$ cat src/rtl/nbr_pkg.sv
// package: constants for the nand read host controller
package nbr_pkg;
  // ************************************************************
  // opcodes
  // ************************************************************
  localparam logic [7:0] OP_READ_SETUP = 8'h00;
  localparam logic [7:0] OP_READ_CONFIRM = 8'h30;
  localparam logic [7:0] OP_COPYBACK_CONFIRM = 8'h35;
  localparam logic [7:0] OP_COL_CHANGE = 8'h05;
  localparam logic [7:0] OP_ROW_CHANGE = 8'h06;
  localparam logic [7:0] OP_CHANGE_CONFIRM = 8'he0;
  localparam logic [7:0] OP_CACHE_SEQ = 8'h31;
  localparam logic [7:0] OP_CACHE_END = 8'h3f;
  localparam logic [7:0] OP_STATUS = 8'h70;
  localparam logic [7:0] OP_RESET = 8'hff;
  // ************************************************************
  // host request kinds
  // ************************************************************
  localparam logic [2:0] REQ_PAGE_READ = 3'h0;
  localparam logic [2:0] REQ_COPYBACK = 3'h1;
  localparam logic [2:0] REQ_COL_CHANGE = 3'h2;
  localparam logic [2:0] REQ_ROW_CHANGE = 3'h3;
  localparam logic [2:0] REQ_CACHE_RANDOM = 3'h4;
  localparam logic [2:0] REQ_CACHE_SEQ = 3'h5;
  localparam logic [2:0] REQ_CACHE_END = 3'h6;
  localparam logic [2:0] REQ_STATUS = 3'h7;
  // ************************************************************
  // timing (40 ns clock)
  // ************************************************************
  localparam int CLK_PERIOD_NS = 40;
  localparam int STROBE_LOW_NS = 40; // least low time of a strobe
  localparam int STROBE_HIGH_NS = 40; // least high time of a strobe
  localparam int STROBE_LOW_CYC = (STROBE_LOW_NS + CLK_PERIOD_NS - 1) / CLK_PERIOD_NS;
  localparam int STROBE_HIGH_CYC = (STROBE_HIGH_NS + CLK_PERIOD_NS - 1) / CLK_PERIOD_NS;
  localparam int BUSY_WAIT_NS = 200; // wait before ready/busy is trusted
  localparam int BUSY_WAIT_CYC = (BUSY_WAIT_NS + CLK_PERIOD_NS - 1) / CLK_PERIOD_NS;
  localparam logic [3:0] STROBE_LOW_CNT = 4'(STROBE_LOW_CYC);
  localparam logic [3:0] STROBE_HIGH_CNT = 4'(STROBE_HIGH_CYC);
  localparam logic [3:0] BUSY_WAIT_CNT = 4'(BUSY_WAIT_CYC);
  // ************************************************************
  // reset values and fifo depth
  // ************************************************************
  localparam logic [15:0] RST_WORD = 16'h0000;
  localparam int FIFO_DEPTH = 8;
endpackage

$ cat src/rtl/nbr_fifo.sv
// module: parameterised data fifo with valid/ready on both sides
`timescale 1ns/1ps
module nbr_fifo #(
  parameter int WIDTH = 16,
  parameter int DEPTH = 8
) (
  input wire logic i_clk,
  input wire logic i_rst,
  input wire logic i_in_valid,
  output logic o_in_ready,
  input wire logic [WIDTH-1:0] i_in_data,
  output logic o_out_valid,
  input wire logic i_out_ready,
  output logic [WIDTH-1:0] o_out_data
);
  localparam int AW = $clog2(DEPTH);
  // ************************************************************
  // storage and pointers
  // ************************************************************
  typedef struct packed {
    logic [AW-1:0] wr_ptr; // next slot to fill
    logic [AW-1:0] rd_ptr; // next slot to drain
    logic [AW:0] count; // words held
  } nbr_fifo_state_t;
  nbr_fifo_state_t st_reg;
  nbr_fifo_state_t st_next;
  logic [WIDTH-1:0] mem [DEPTH]; // data array, no reset needed
  logic push;
  logic pull;
  // honest flags straight from the count
  assign o_in_ready = (st_reg.count != (AW+1)'(DEPTH));
  assign o_out_valid = (st_reg.count != '0);
  assign o_out_data = mem[st_reg.rd_ptr];
  assign push = i_in_valid && o_in_ready;
  assign pull = o_out_valid && i_out_ready;
  // pointer update
  always_comb
  begin
    st_next = st_reg;
    if (push)
    begin
      st_next.wr_ptr = (st_reg.wr_ptr == AW'(DEPTH - 1)) ? '0 : st_reg.wr_ptr + 1'b1;
    end
    if (pull)
    begin
      st_next.rd_ptr = (st_reg.rd_ptr == AW'(DEPTH - 1)) ? '0 : st_reg.rd_ptr + 1'b1;
    end
    st_next.count = st_reg.count + (AW+1)'(push) - (AW+1)'(pull);
  end
  always_ff @(posedge i_clk or posedge i_rst)
  begin
    if (i_rst)
    begin
      st_reg <= '0;
    end
    else
    begin
      st_reg <= st_next;
    end
  end
  // data write, kept apart so the array needs no reset
  always_ff @(posedge i_clk)
  begin
    if (push)
    begin
      mem[st_reg.wr_ptr] <= i_in_data;
    end
  end
endmodule

$ cat src/rtl/nbr_host.sv
// module: nand read-family host controller driving the strobe bus
`timescale 1ns/1ps
module nbr_host #(
  parameter int DATA_W = 16, // 8 or 16 bit bus
  parameter int FIFO_DEPTH = 8
) (
  input wire logic i_clk,
  input wire logic i_rst,
  // user request side
  input wire logic i_req_valid,
  output logic o_req_ready,
  input wire logic [2:0] i_req_kind,
  input wire logic [15:0] i_req_column,
  input wire logic [23:0] i_req_row,
  input wire logic i_req_long_addr, // row change with five cycles
  input wire logic [15:0] i_req_count, // words to read out
  input wire logic i_wp_enable, // high: allow modify (write protect high)
  // user data side
  output logic o_data_valid,
  input wire logic i_data_ready,
  output logic [DATA_W-1:0] o_data,
  output logic o_ready_busy, // device ready, sampled
  // flash pins
  output logic o_ce_n,
  output logic o_cle,
  output logic o_ale,
  output logic o_we_n,
  output logic o_read_strobe_n,
  output logic o_wp_n,
  input wire logic i_rb_n,
  input wire logic [DATA_W-1:0] i_io,
  output logic [DATA_W-1:0] o_io,
  output logic o_io_oe
);
  // ************************************************************
  // types and state
  // ************************************************************
  typedef enum {
    ST_IDLE, ST_CMD1, ST_ADDR, ST_CMD2, ST_WAIT, ST_BUSY, ST_READ_LO, ST_READ_HI
  } nbr_state_t;
  typedef struct packed {
    nbr_state_t state;
    logic [3:0] timer; // strobe phase counter
    logic phase; // 0 strobe low, 1 strobe high
    logic [2:0] kind; // request in flight
    logic [2:0] addr_idx; // address byte in progress
    logic [2:0] addr_total; // address bytes to send
    logic [39:0] addr_sr; // address bytes, lsb first
    logic [7:0] cmd2; // confirm opcode or none
    logic [15:0] remain; // words left to read
    logic ce_n;
    logic cle;
    logic ale;
    logic we_n;
    logic re_n;
    logic [DATA_W-1:0] io_out;
    logic io_oe;
    logic rb_seen; // sampled ready/busy
    logic page_loaded; // a page read happened
    logic cache_open; // a cache read command happened
    logic req_rdy; // idle and device ready, kept in a flop
    logic wp_n; // write protect pin level
  } nbr_host_state_t;
  nbr_host_state_t st_reg;
  nbr_host_state_t st_next;
  logic fifo_in_valid;
  logic fifo_in_ready;
  logic [DATA_W-1:0] fifo_in_data;
  logic timer_done;
  // ************************************************************
  // output fifo, stalls the read strobe when full
  // ************************************************************
  nbr_fifo #(.WIDTH(DATA_W), .DEPTH(FIFO_DEPTH)) u_fifo (
    .i_clk(i_clk),
    .i_rst(i_rst),
    .i_in_valid(fifo_in_valid),
    .o_in_ready(fifo_in_ready),
    .i_in_data(fifo_in_data),
    .o_out_valid(o_data_valid),
    .i_out_ready(i_data_ready),
    .o_out_data(o_data)
  );
  assign timer_done = (st_reg.timer == 4'h0);
  // capture on the rising strobe edge: two cycles after fall, data is settled
  assign fifo_in_valid = (st_reg.state == ST_READ_LO) && timer_done;
  // status answers only use the low byte
  assign fifo_in_data = (st_reg.kind == nbr_pkg::REQ_STATUS)
    ? DATA_W'(i_io[7:0]) : i_io;
  // ************************************************************
  // next-state logic
  // ************************************************************
  always_comb
  begin
    st_next = st_reg;
    st_next.rb_seen = i_rb_n;
    st_next.wp_n = i_wp_enable;
    st_next.timer = timer_done ? 4'h0 : st_reg.timer - 4'h1;
    case (st_reg.state)
      ST_IDLE:
      begin
        // strobes parked high; select released for standby
        st_next.we_n = 1'b1;
        st_next.re_n = 1'b1;
        st_next.cle = 1'b0;
        st_next.ale = 1'b0;
        st_next.io_oe = 1'b0;
        st_next.ce_n = 1'b1;
        if (i_req_valid && st_reg.rb_seen)
        begin
          st_next.kind = i_req_kind;
          st_next.remain = i_req_count;
          st_next.addr_idx = 3'h0;
          st_next.addr_sr = {i_req_row, 4'h0, i_req_column[11:0]};
          st_next.addr_total = 3'h5;
          st_next.cmd2 = nbr_pkg::OP_READ_CONFIRM;
          st_next.io_out = DATA_W'(nbr_pkg::OP_READ_SETUP);
          case (i_req_kind)
            nbr_pkg::REQ_COPYBACK:
            begin
              st_next.cmd2 = nbr_pkg::OP_COPYBACK_CONFIRM;
            end
            nbr_pkg::REQ_CACHE_RANDOM:
            begin
              st_next.cmd2 = nbr_pkg::OP_CACHE_SEQ;
            end
            nbr_pkg::REQ_COL_CHANGE:
            begin
              st_next.io_out = DATA_W'(nbr_pkg::OP_COL_CHANGE);
              st_next.addr_total = 3'h2;
              st_next.cmd2 = nbr_pkg::OP_CHANGE_CONFIRM;
            end
            nbr_pkg::REQ_ROW_CHANGE:
            begin
              st_next.io_out = DATA_W'(nbr_pkg::OP_ROW_CHANGE);
              st_next.addr_total = i_req_long_addr ? 3'h5 : 3'h2;
              st_next.cmd2 = nbr_pkg::OP_CHANGE_CONFIRM;
            end
            nbr_pkg::REQ_CACHE_SEQ:
            begin
              st_next.io_out = DATA_W'(nbr_pkg::OP_CACHE_SEQ);
              st_next.addr_total = 3'h0;
              st_next.cmd2 = 8'h00;
            end
            nbr_pkg::REQ_CACHE_END:
            begin
              st_next.io_out = DATA_W'(nbr_pkg::OP_CACHE_END);
              st_next.addr_total = 3'h0;
              st_next.cmd2 = 8'h00;
            end
            nbr_pkg::REQ_STATUS:
            begin
              st_next.io_out = DATA_W'(nbr_pkg::OP_STATUS);
              st_next.addr_total = 3'h0;
              st_next.cmd2 = 8'h00;
              st_next.remain = 16'h0001;
            end
            default:
            begin
              st_next.cmd2 = nbr_pkg::OP_READ_CONFIRM;
            end
          endcase
          // out-of-order cache or random requests are dropped
          if (((i_req_kind == nbr_pkg::REQ_CACHE_SEQ
                || i_req_kind == nbr_pkg::REQ_CACHE_RANDOM) && !st_reg.page_loaded)
              || (i_req_kind == nbr_pkg::REQ_CACHE_END && !st_reg.cache_open)
              || ((i_req_kind == nbr_pkg::REQ_COL_CHANGE
                || i_req_kind == nbr_pkg::REQ_ROW_CHANGE) && !st_reg.page_loaded))
          begin
            st_next.state = ST_IDLE;
          end
          else
          begin
            st_next.ce_n = 1'b0;
            st_next.cle = 1'b1;
            st_next.ale = 1'b0;
            st_next.we_n = 1'b0;
            st_next.io_oe = 1'b1;
            st_next.timer = nbr_pkg::STROBE_LOW_CNT;
            st_next.phase = 1'b0;
            st_next.state = ST_CMD1;
          end
        end
      end
      ST_CMD1, ST_ADDR, ST_CMD2:
      begin
        // shared write-strobe phase: low, then rising edge latches
        if (timer_done && !st_reg.phase)
        begin
          st_next.we_n = 1'b1;
          st_next.phase = 1'b1;
          st_next.timer = nbr_pkg::STROBE_HIGH_CNT;
        end
        else if (timer_done)
        begin
          st_next.phase = 1'b0;
          st_next.timer = nbr_pkg::STROBE_LOW_CNT;
          if (st_reg.state != ST_CMD2 && st_reg.addr_idx < st_reg.addr_total)
          begin
            st_next.state = ST_ADDR;
            st_next.cle = 1'b0;
            st_next.ale = 1'b1;
            st_next.we_n = 1'b0;
            st_next.io_out = DATA_W'(st_reg.addr_sr[7:0]);
            st_next.addr_sr = {8'h00, st_reg.addr_sr[39:8]};
            st_next.addr_idx = st_reg.addr_idx + 3'h1;
          end
          else if (st_reg.state != ST_CMD2 && st_reg.cmd2 != 8'h00)
          begin
            st_next.state = ST_CMD2;
            st_next.cle = 1'b1;
            st_next.ale = 1'b0;
            st_next.we_n = 1'b0;
            st_next.io_out = DATA_W'(st_reg.cmd2);
          end
          else
          begin
            st_next.cle = 1'b0;
            st_next.ale = 1'b0;
            st_next.io_oe = 1'b0;
            st_next.timer = nbr_pkg::BUSY_WAIT_CNT;
            st_next.state = ST_WAIT;
          end
        end
      end
      ST_WAIT:
      begin
        // let the device pull ready/busy low before polling it
        if (timer_done)
        begin
          st_next.state = ST_BUSY;
        end
      end
      ST_BUSY:
      begin
        // both strobes held high until ready
        if (st_reg.rb_seen)
        begin
          if (st_reg.kind == nbr_pkg::REQ_PAGE_READ)
          begin
            st_next.page_loaded = 1'b1;
            st_next.cache_open = 1'b0;
          end
          if (st_reg.kind == nbr_pkg::REQ_CACHE_SEQ || st_reg.kind == nbr_pkg::REQ_CACHE_RANDOM)
          begin
            st_next.cache_open = 1'b1;
          end
          if (st_reg.kind == nbr_pkg::REQ_CACHE_END)
          begin
            st_next.cache_open = 1'b0;
          end
          // copy-back leaves data in the cache, nothing to stream
          if (st_reg.remain == 16'h0000 || st_reg.kind == nbr_pkg::REQ_COPYBACK)
          begin
            st_next.state = ST_IDLE;
          end
          else
          begin
            st_next.state = ST_READ_HI;
            st_next.timer = nbr_pkg::STROBE_HIGH_CNT;
          end
        end
      end
      ST_READ_HI:
      begin
        // only drop the strobe when the fifo has room
        if (timer_done && fifo_in_ready)
        begin
          st_next.re_n = 1'b0;
          st_next.timer = nbr_pkg::STROBE_LOW_CNT;
          st_next.state = ST_READ_LO;
        end
      end
      ST_READ_LO:
      begin
        if (timer_done)
        begin
          st_next.re_n = 1'b1;
          st_next.remain = st_reg.remain - 16'h1;
          st_next.timer = nbr_pkg::STROBE_HIGH_CNT;
          st_next.state = (st_reg.remain == 16'h1) ? ST_IDLE : ST_READ_HI;
        end
      end
      default:
      begin
        st_next.state = ST_IDLE;
      end
    endcase
    // ready flag from the next state so the output needs no gate
    st_next.req_rdy = (st_next.state == ST_IDLE) && st_next.rb_seen;
  end
  // ************************************************************
  // state register
  // ************************************************************
  always_ff @(posedge i_clk or posedge i_rst)
  begin
    if (i_rst)
    begin
      st_reg <= '{state: ST_IDLE, timer: 4'h0, phase: 1'b0, kind: 3'h0, addr_idx: 3'h0,
                  addr_total: 3'h0, addr_sr: 40'h0, cmd2: 8'h00, remain: 16'h0000,
                  ce_n: 1'b1, cle: 1'b0, ale: 1'b0, we_n: 1'b1, re_n: 1'b1,
                  io_out: DATA_W'(nbr_pkg::RST_WORD), io_oe: 1'b0, rb_seen: 1'b0,
                  page_loaded: 1'b0, cache_open: 1'b0, req_rdy: 1'b0, wp_n: 1'b0};
    end
    else
    begin
      st_reg <= st_next;
    end
  end
  // ************************************************************
  // pin outputs, all from flops
  // ************************************************************
  assign o_ce_n = st_reg.ce_n;
  assign o_cle = st_reg.cle;
  assign o_ale = st_reg.ale;
  assign o_we_n = st_reg.we_n;
  assign o_read_strobe_n = st_reg.re_n;
  assign o_io = st_reg.io_out;
  assign o_io_oe = st_reg.io_oe;
  assign o_ready_busy = st_reg.rb_seen;
  assign o_req_ready = st_reg.req_rdy;
  // read-family only: write protect follows the user's permission
  assign o_wp_n = st_reg.wp_n;
endmodule

$ cat config.mk
export PLATFORM = sky130hd
export DESIGN_NAME = nbr_host
export DESIGN_NICKNAME = d
export VERILOG_FILES = /design/src/rtl/nbr_pkg.sv /design/src/rtl/nbr_fifo.sv /design/src/rtl/nbr_host.sv
export SDC_FILE = /design/constraint.sdc
export NUM_CORES = 1
export LEC_CHECK = 0
export BUFFER_PORTS_ARGS = -buffer_cell sky130_fd_sc_hd__buf_2
export CORE_ASPECT_RATIO = 0.5
export CORE_MARGIN = 10
export CORE_UTILIZATION = 50
export DETAILED_ROUTE_END_ITERATION = 16
export PLACE_DENSITY = 0.71
export SYNTH_ARGS = -nofsm -noshare
export SYNTH_HDL_FRONTEND = slang
export SYNTH_SLANG_ARGS = --single-unit
$ cat constraint.sdc
create_clock -name i_clk -period 7.1 [get_ports i_clk]
set_input_delay 0.71 -clock i_clk [delete_from_list [all_inputs] [get_ports i_clk]]
set_output_delay 0.71 -clock i_clk [all_outputs]
set_load 0.05 [all_outputs]
; ---- Yosys cells after proc, flatten, opt, wreduce, memory -nomap -nowiden
; Memories as Yosys holds them, arrays and structs flattened.
; Cells that the tools add are included.
; Widths: inputs -> output; s select.
[word_totals]
register_bits = 147
ramBits = 128
input_bits = 82
output_inout_bits = 42
wordCells = 180
n_memories = 1
[memory_table]
columns = memory, words, width, rd, rd_clocked_by_memory_dff, write_ports, line_no
row1 = u_fifo.mem, 8, 16, 1, 0, 1, nbr_fifo.sv:27  ; logic [WIDTH-1:0] mem [DEPTH];
[classes]
n_addsub = 7
n_lt_le_gt_ge = 1
eq_ne = 37
muxes = 64
reduce_logical = 46
[op_table]
columns = cell, n
row1 = $pmux 32 s6, 1
row2 = $eq 32x3->1 const B, 4
row3 = $mux 40, 3
row4 = $mux 114, 1
row5 = $mux 36, 3
row6 = $mux 16, 5
row7 = $pmux 40 s2, 1
row8 = $eq 32x2->1 const B, 2
row9 = $logic_not 32->1, 2
row10 = $mux 32, 2
row11 = $mux 17, 3
row12 = $mux 3, 14
row13 = $mux 37, 1
row14 = $pmux 7 s5, 1
row15 = $pmux 17 s2, 1
row16 = $eq 32x1->1 const B, 1
row17 = $eq 32x4->1 const B, 1
row18 = $ne 32x3->1 const B, 1
row19 = $pmux 16 s2, 1
row20 = $pmux 8 s4, 1
row21 = $eq 3x3->1 const B, 10
row22 = $pmux 4 s5, 1
row23 = $ne 2x2->1 const B, 9
row24 = $reduce_and 3->1, 6
row25 = 34 further kinds, 80

; ---- Logic depth before layout (Yosys ltp)
[depth]
depth_word = 10
mapped_depth = 11
depth_no_buf = 11

; ---- By module
; Synthesis repeated with hierarchy kept, for this count alone.
[hier_totals]
hier_cells = 888
hier_area_um2 = 11651.2
[modules_own_cells]
columns = module, instances, cells_per_inst, area_per_inst_um2, seq_area_each_um2
row1 = nbr_host, 1, 645, 6098.3, 3131.8
row2 = nbr_fifo, 1, 243, 5552.8, 4093.9

; ---- Worst setup path after synthesis
; No wires, ideal clock.
[synth_path]
path_kind = register to register
startpoint = reg st_reg[114] (netlist bit)
endpoint = mem u_fifo.mem[0][0] (enable)
setup_time_ns = 0.409
t_arrival_ns = 2.901
required_ns = 6.691
setup_slack_ns = 3.790
path_stages_with_launch = 8
path_buffers = 1
synth_period_minus_slack_ns = 3.310
cell_sequence = dfrtp_1 nor4_1 nand4_1 buf_2 nor4_2 and2_1 nand2b_1 nor3_1
[synth_via]
elab_chain_len = 5
[synth_rtl]
columns = element, line_no
row1 = from (decl), nbr_host.sv:64  ; nbr_host_state_t st_reg;
row2 = from (signal assigned), nbr_host.sv:298  ; st_reg <= '{state: ST_IDLE, timer: 4'h0, phase: 1'b0, kind: 3'h0, addr_idx: 3'h0,
row3 = from (signal assigned), nbr_host.sv:306  ; st_reg <= st_next;
row4 = $eq 32x4->1, nbr_host.sv:85  ; assign fifo_in_valid = (st_reg.state == ST_READ_LO) && timer_done;
row5 = $logic_and 1x1->1, nbr_host.sv:85
row6 = $logic_and 1x1->1, nbr_fifo.sv:34  ; assign push = i_in_valid && o_in_ready;
row7 = via u_fifo.push, nbr_fifo.sv:28  ; logic push;
row8 = $mux 1, nbr_fifo.sv:64  ; if (push)
row9 = $mux 1 (not written as such), nbr_fifo.sv:66  ; mem[st_reg.wr_ptr] <= i_in_data;
row10 = to (decl), nbr_fifo.sv:27
; The timed path passes the listed nets, and every way through them passes these cells.

; ---- Worst setup path in the final report
[layout_path]
startpoint = reg st_reg[118] (netlist bit)
endpoint = mem u_fifo.mem[0][5] (enable)
; Same word-level chain as after synthesis.

==> results.toml <==
[power_and_ir_drop]
vdd_drop_max_uv = 202
netSwitchingPower_mw = 1.14
power_frac_seq = 0.451
swShare = 0.297
p_comb_frac = 0.209
design_power_total_mw = 3.84
clockPowerShare = 0.340
power.leakage_nw = 5.30
powerDensity_nw_per_um2 = 289
intPower_mw = 2.70

[global_routing]
grt_overflow_total = 0
grt_util_all_layers = 0.165
busiest_layer = "met2"
grt_pass1_vias = 7650
met1_usage = 0.202
grt_pass1_wl_mm = 40.6
grtUsageMet3 = 0.0315
gr-usage-met2 = 0.296
antenna_found_initial = 0
grt_max_degree = 76

[timing]
tns_ps = 0
setup_violations = 0
fin_worst_skew_ps = 13.5
period_minus_slack_ps = 3670
fin_crit_sh = 0.518
finalHoldViolCount = 0
max-slew-margin-rel = 0.263
tightest_slew_ps = 1100
drv_slew = 0
fmax_mhz = 272
rsz0062_at_grt = "no"

[logic_synthesis]
synth_top_area_frac = 0.332
synthFlopType = "dfrtp_1"
synth-edff-count = 128
synthArstFlopShare = 0.513
netlist_area_um2 = 11600
ys_types = 78
yosys_warnings = 0
yosysMostFrequentCell = "dfrtp_1"
syn_inst = 879
synth.avg_cell_area_um2 = 13.2
ys_seq_area_frac = 0.625
synth_area_leader_cell = "edfxtp_1"
ys_ff_latch = 263
ys_top_cells_by_area = "edfxtp_1, dfrtp_1, mux4_2, a21oi_1, nor2_1"
synth_commonest_cells = "dfrtp_1, edfxtp_1, nor2_1"

[clock_tree]
cts_resized = 0
cts_max_level = 1
cts_tree = "done"
clkSlewWorstSetupHoldPaths_ps = 60
cts_setup_buffers = 0
clock_sinks = 263
worstSkewPairLatency_ps = 530
clockBufferDepth = 3
cts_buffers = 24
cts_hold_buffers = 0
root_buffer = "clkbuf_16"

[drt]
firstDrtPassIters = 4
wl_per_cell_um = 19.0
wirelength_mm = 25.3
drtAntennaViolNets = 0
vias = 7482
remaining_drc_errors = 0
vias_per_cell = 5.63
drt_iter0_markers = 551

[floorplan]
die-width_um = 235
die_h_um = 128
die-area_um2 = 30000
start_util = 0.508
core_region_area_um2 = 22800
num_rows = 39
ios = 124

[hold_path]
holdCritPathClass = "in -> async"

[critical_path]
reg2reg_to = "u_fifo.mem[0][5]$_DFFE_PP_"
path_class = "reg -> reg"
path_max_fanout = 16
crit_path_end_kind = "register"
r2r_start = "st_reg[118]$_DFF_PP0_"
critical_path_arrival_ps = 3830
rr_worst_depth = 6
reg2reg_setup_slack_ps = 3430
worst_setup_path_start_kind = "register"
required_ps = 7260

[placement]
place.gp.congestion = 0.926
post-dp-hpwl_mm = 16.6
portBuffers = 111

[status]
status = "complete, no violations"

[finish]
area_growth_syn_to_layout_pct = 14.6
drive_above_1_share = 0.248
largest_reg_flops = 128
diodes = 0
fillers = 1840
final_nets = 1105

[flow_run]
cap_violations = 0
-- cell families after synthesis --
group | count (synthesis) | synth area share
flops | 263 | 0.625
simple gates | 243 | 0.111
compound gates | 206 | 0.119
buf+inv | 89 | 0.0369
mux | 53 | 0.0826
fa+ha+maj | 19 | 0.0210
xor+xnor | 5 | 0.00379
other cells | 1 | 0.000324
-- cell type report --
class,instances,area (um^2),share of cell area
inverter,28,110,0.00831
clock inverter,18,180,0.0136
multi-input combinational,563,4090,0.308
sequential,263,7230,0.545
timing repair buffer,125,661,0.0498
clock buffer,26,608,0.0459
tap,307,384,0.0290
-- worst max-delay path, stage by stage (launching register included) --
cell and delay [ps]:
dfrtp_1 370, nor4_1 330, nand4_1 560, nor4_2 800
and2_1 310, nand2b_1 190, nor3_4 740
-- power groups by stage --
stage               sequential, mW  combinational [mW]  clock, mW
global placement              1.76               0.800          0
CTS                           1.74               0.818       1.33
floorplan                     1.68               0.717          0
detailed placement            1.77               0.815          0
finish                        1.73               0.801       1.30
global route                  1.74               0.864       1.39
-- routing by layer --
layer | part of all wire | up-vias
met5 | 0 | -
met4 | 0.016 | 0
met3 | 0.058 | 34
met2 | 0.51 | 230
met1 | 0.42 | 3713
li1 | - | 3505
-- stage by stage --
step | instances | hold WS, ps | worst slack, ps | area, um^2 | util
6_report | 1330 | 232 | 3430 | 13300 | 0.582
5_1_grt | 1330 | 257 | 3090 | 13300 | 0.582
4_1_cts | 1330 | 245 | 3400 | 13300 | 0.582
3_5_place_dp | 1286 | 461 | 3420 | 12500 | 0.547
3_3_place_gp | 1286 | 458 | 3530 | 12500 | 0.547
2_1_floorplan | 915 | 428 | 2780 | 11700 | -
-- layout by cell type, fill, tap and decap left out, types with 8 or more instances in the layout --
cell type,netlist,final
conb_1,1,37
and2_1,13,13
nor3_1,17,14
mux4_2,32,32
buf_4,22,14
a22o_1,14,14
nand2_1,58,58
o21ai_0,36,36
nor4_1,8,8
clkbuf_16,0,24
edfxtp_1,128,128
ha_1,17,17
a21oi_1,64,64
a22oi_1,29,29
dfrtp_1,132,130
nor2_1,74,73
mux2_2,20,20
inv_1,28,27
a31oi_1,8,8
buf_2,8,111
nand3_1,16,16
-- worst max-delay path by stage --
stage,from,to,slack [ps]
2_1_floorplan,i_rst,o_ale$_DFFE_PP0P_,2780
3_3_place_gp,st_reg[118]$_DFF_PP0_,u_fifo.mem[0][11]$_DFFE_PP_,3530
4_1_cts,st_reg[118]$_DFF_PP0_,u_fifo.mem[0][4]$_DFFE_PP_,3400
5_1_grt,st_reg[118]$_DFF_PP0_,u_fifo.mem[0][3]$_DFFE_PP_,3090
3_5_place_dp,st_reg[118]$_DFF_PP0_,u_fifo.mem[0][11]$_DFFE_PP_,3420
6_report,st_reg[118]$_DFF_PP0_,u_fifo.mem[0][5]$_DFFE_PP_,3430
Power figures use the tool's default switching activity.
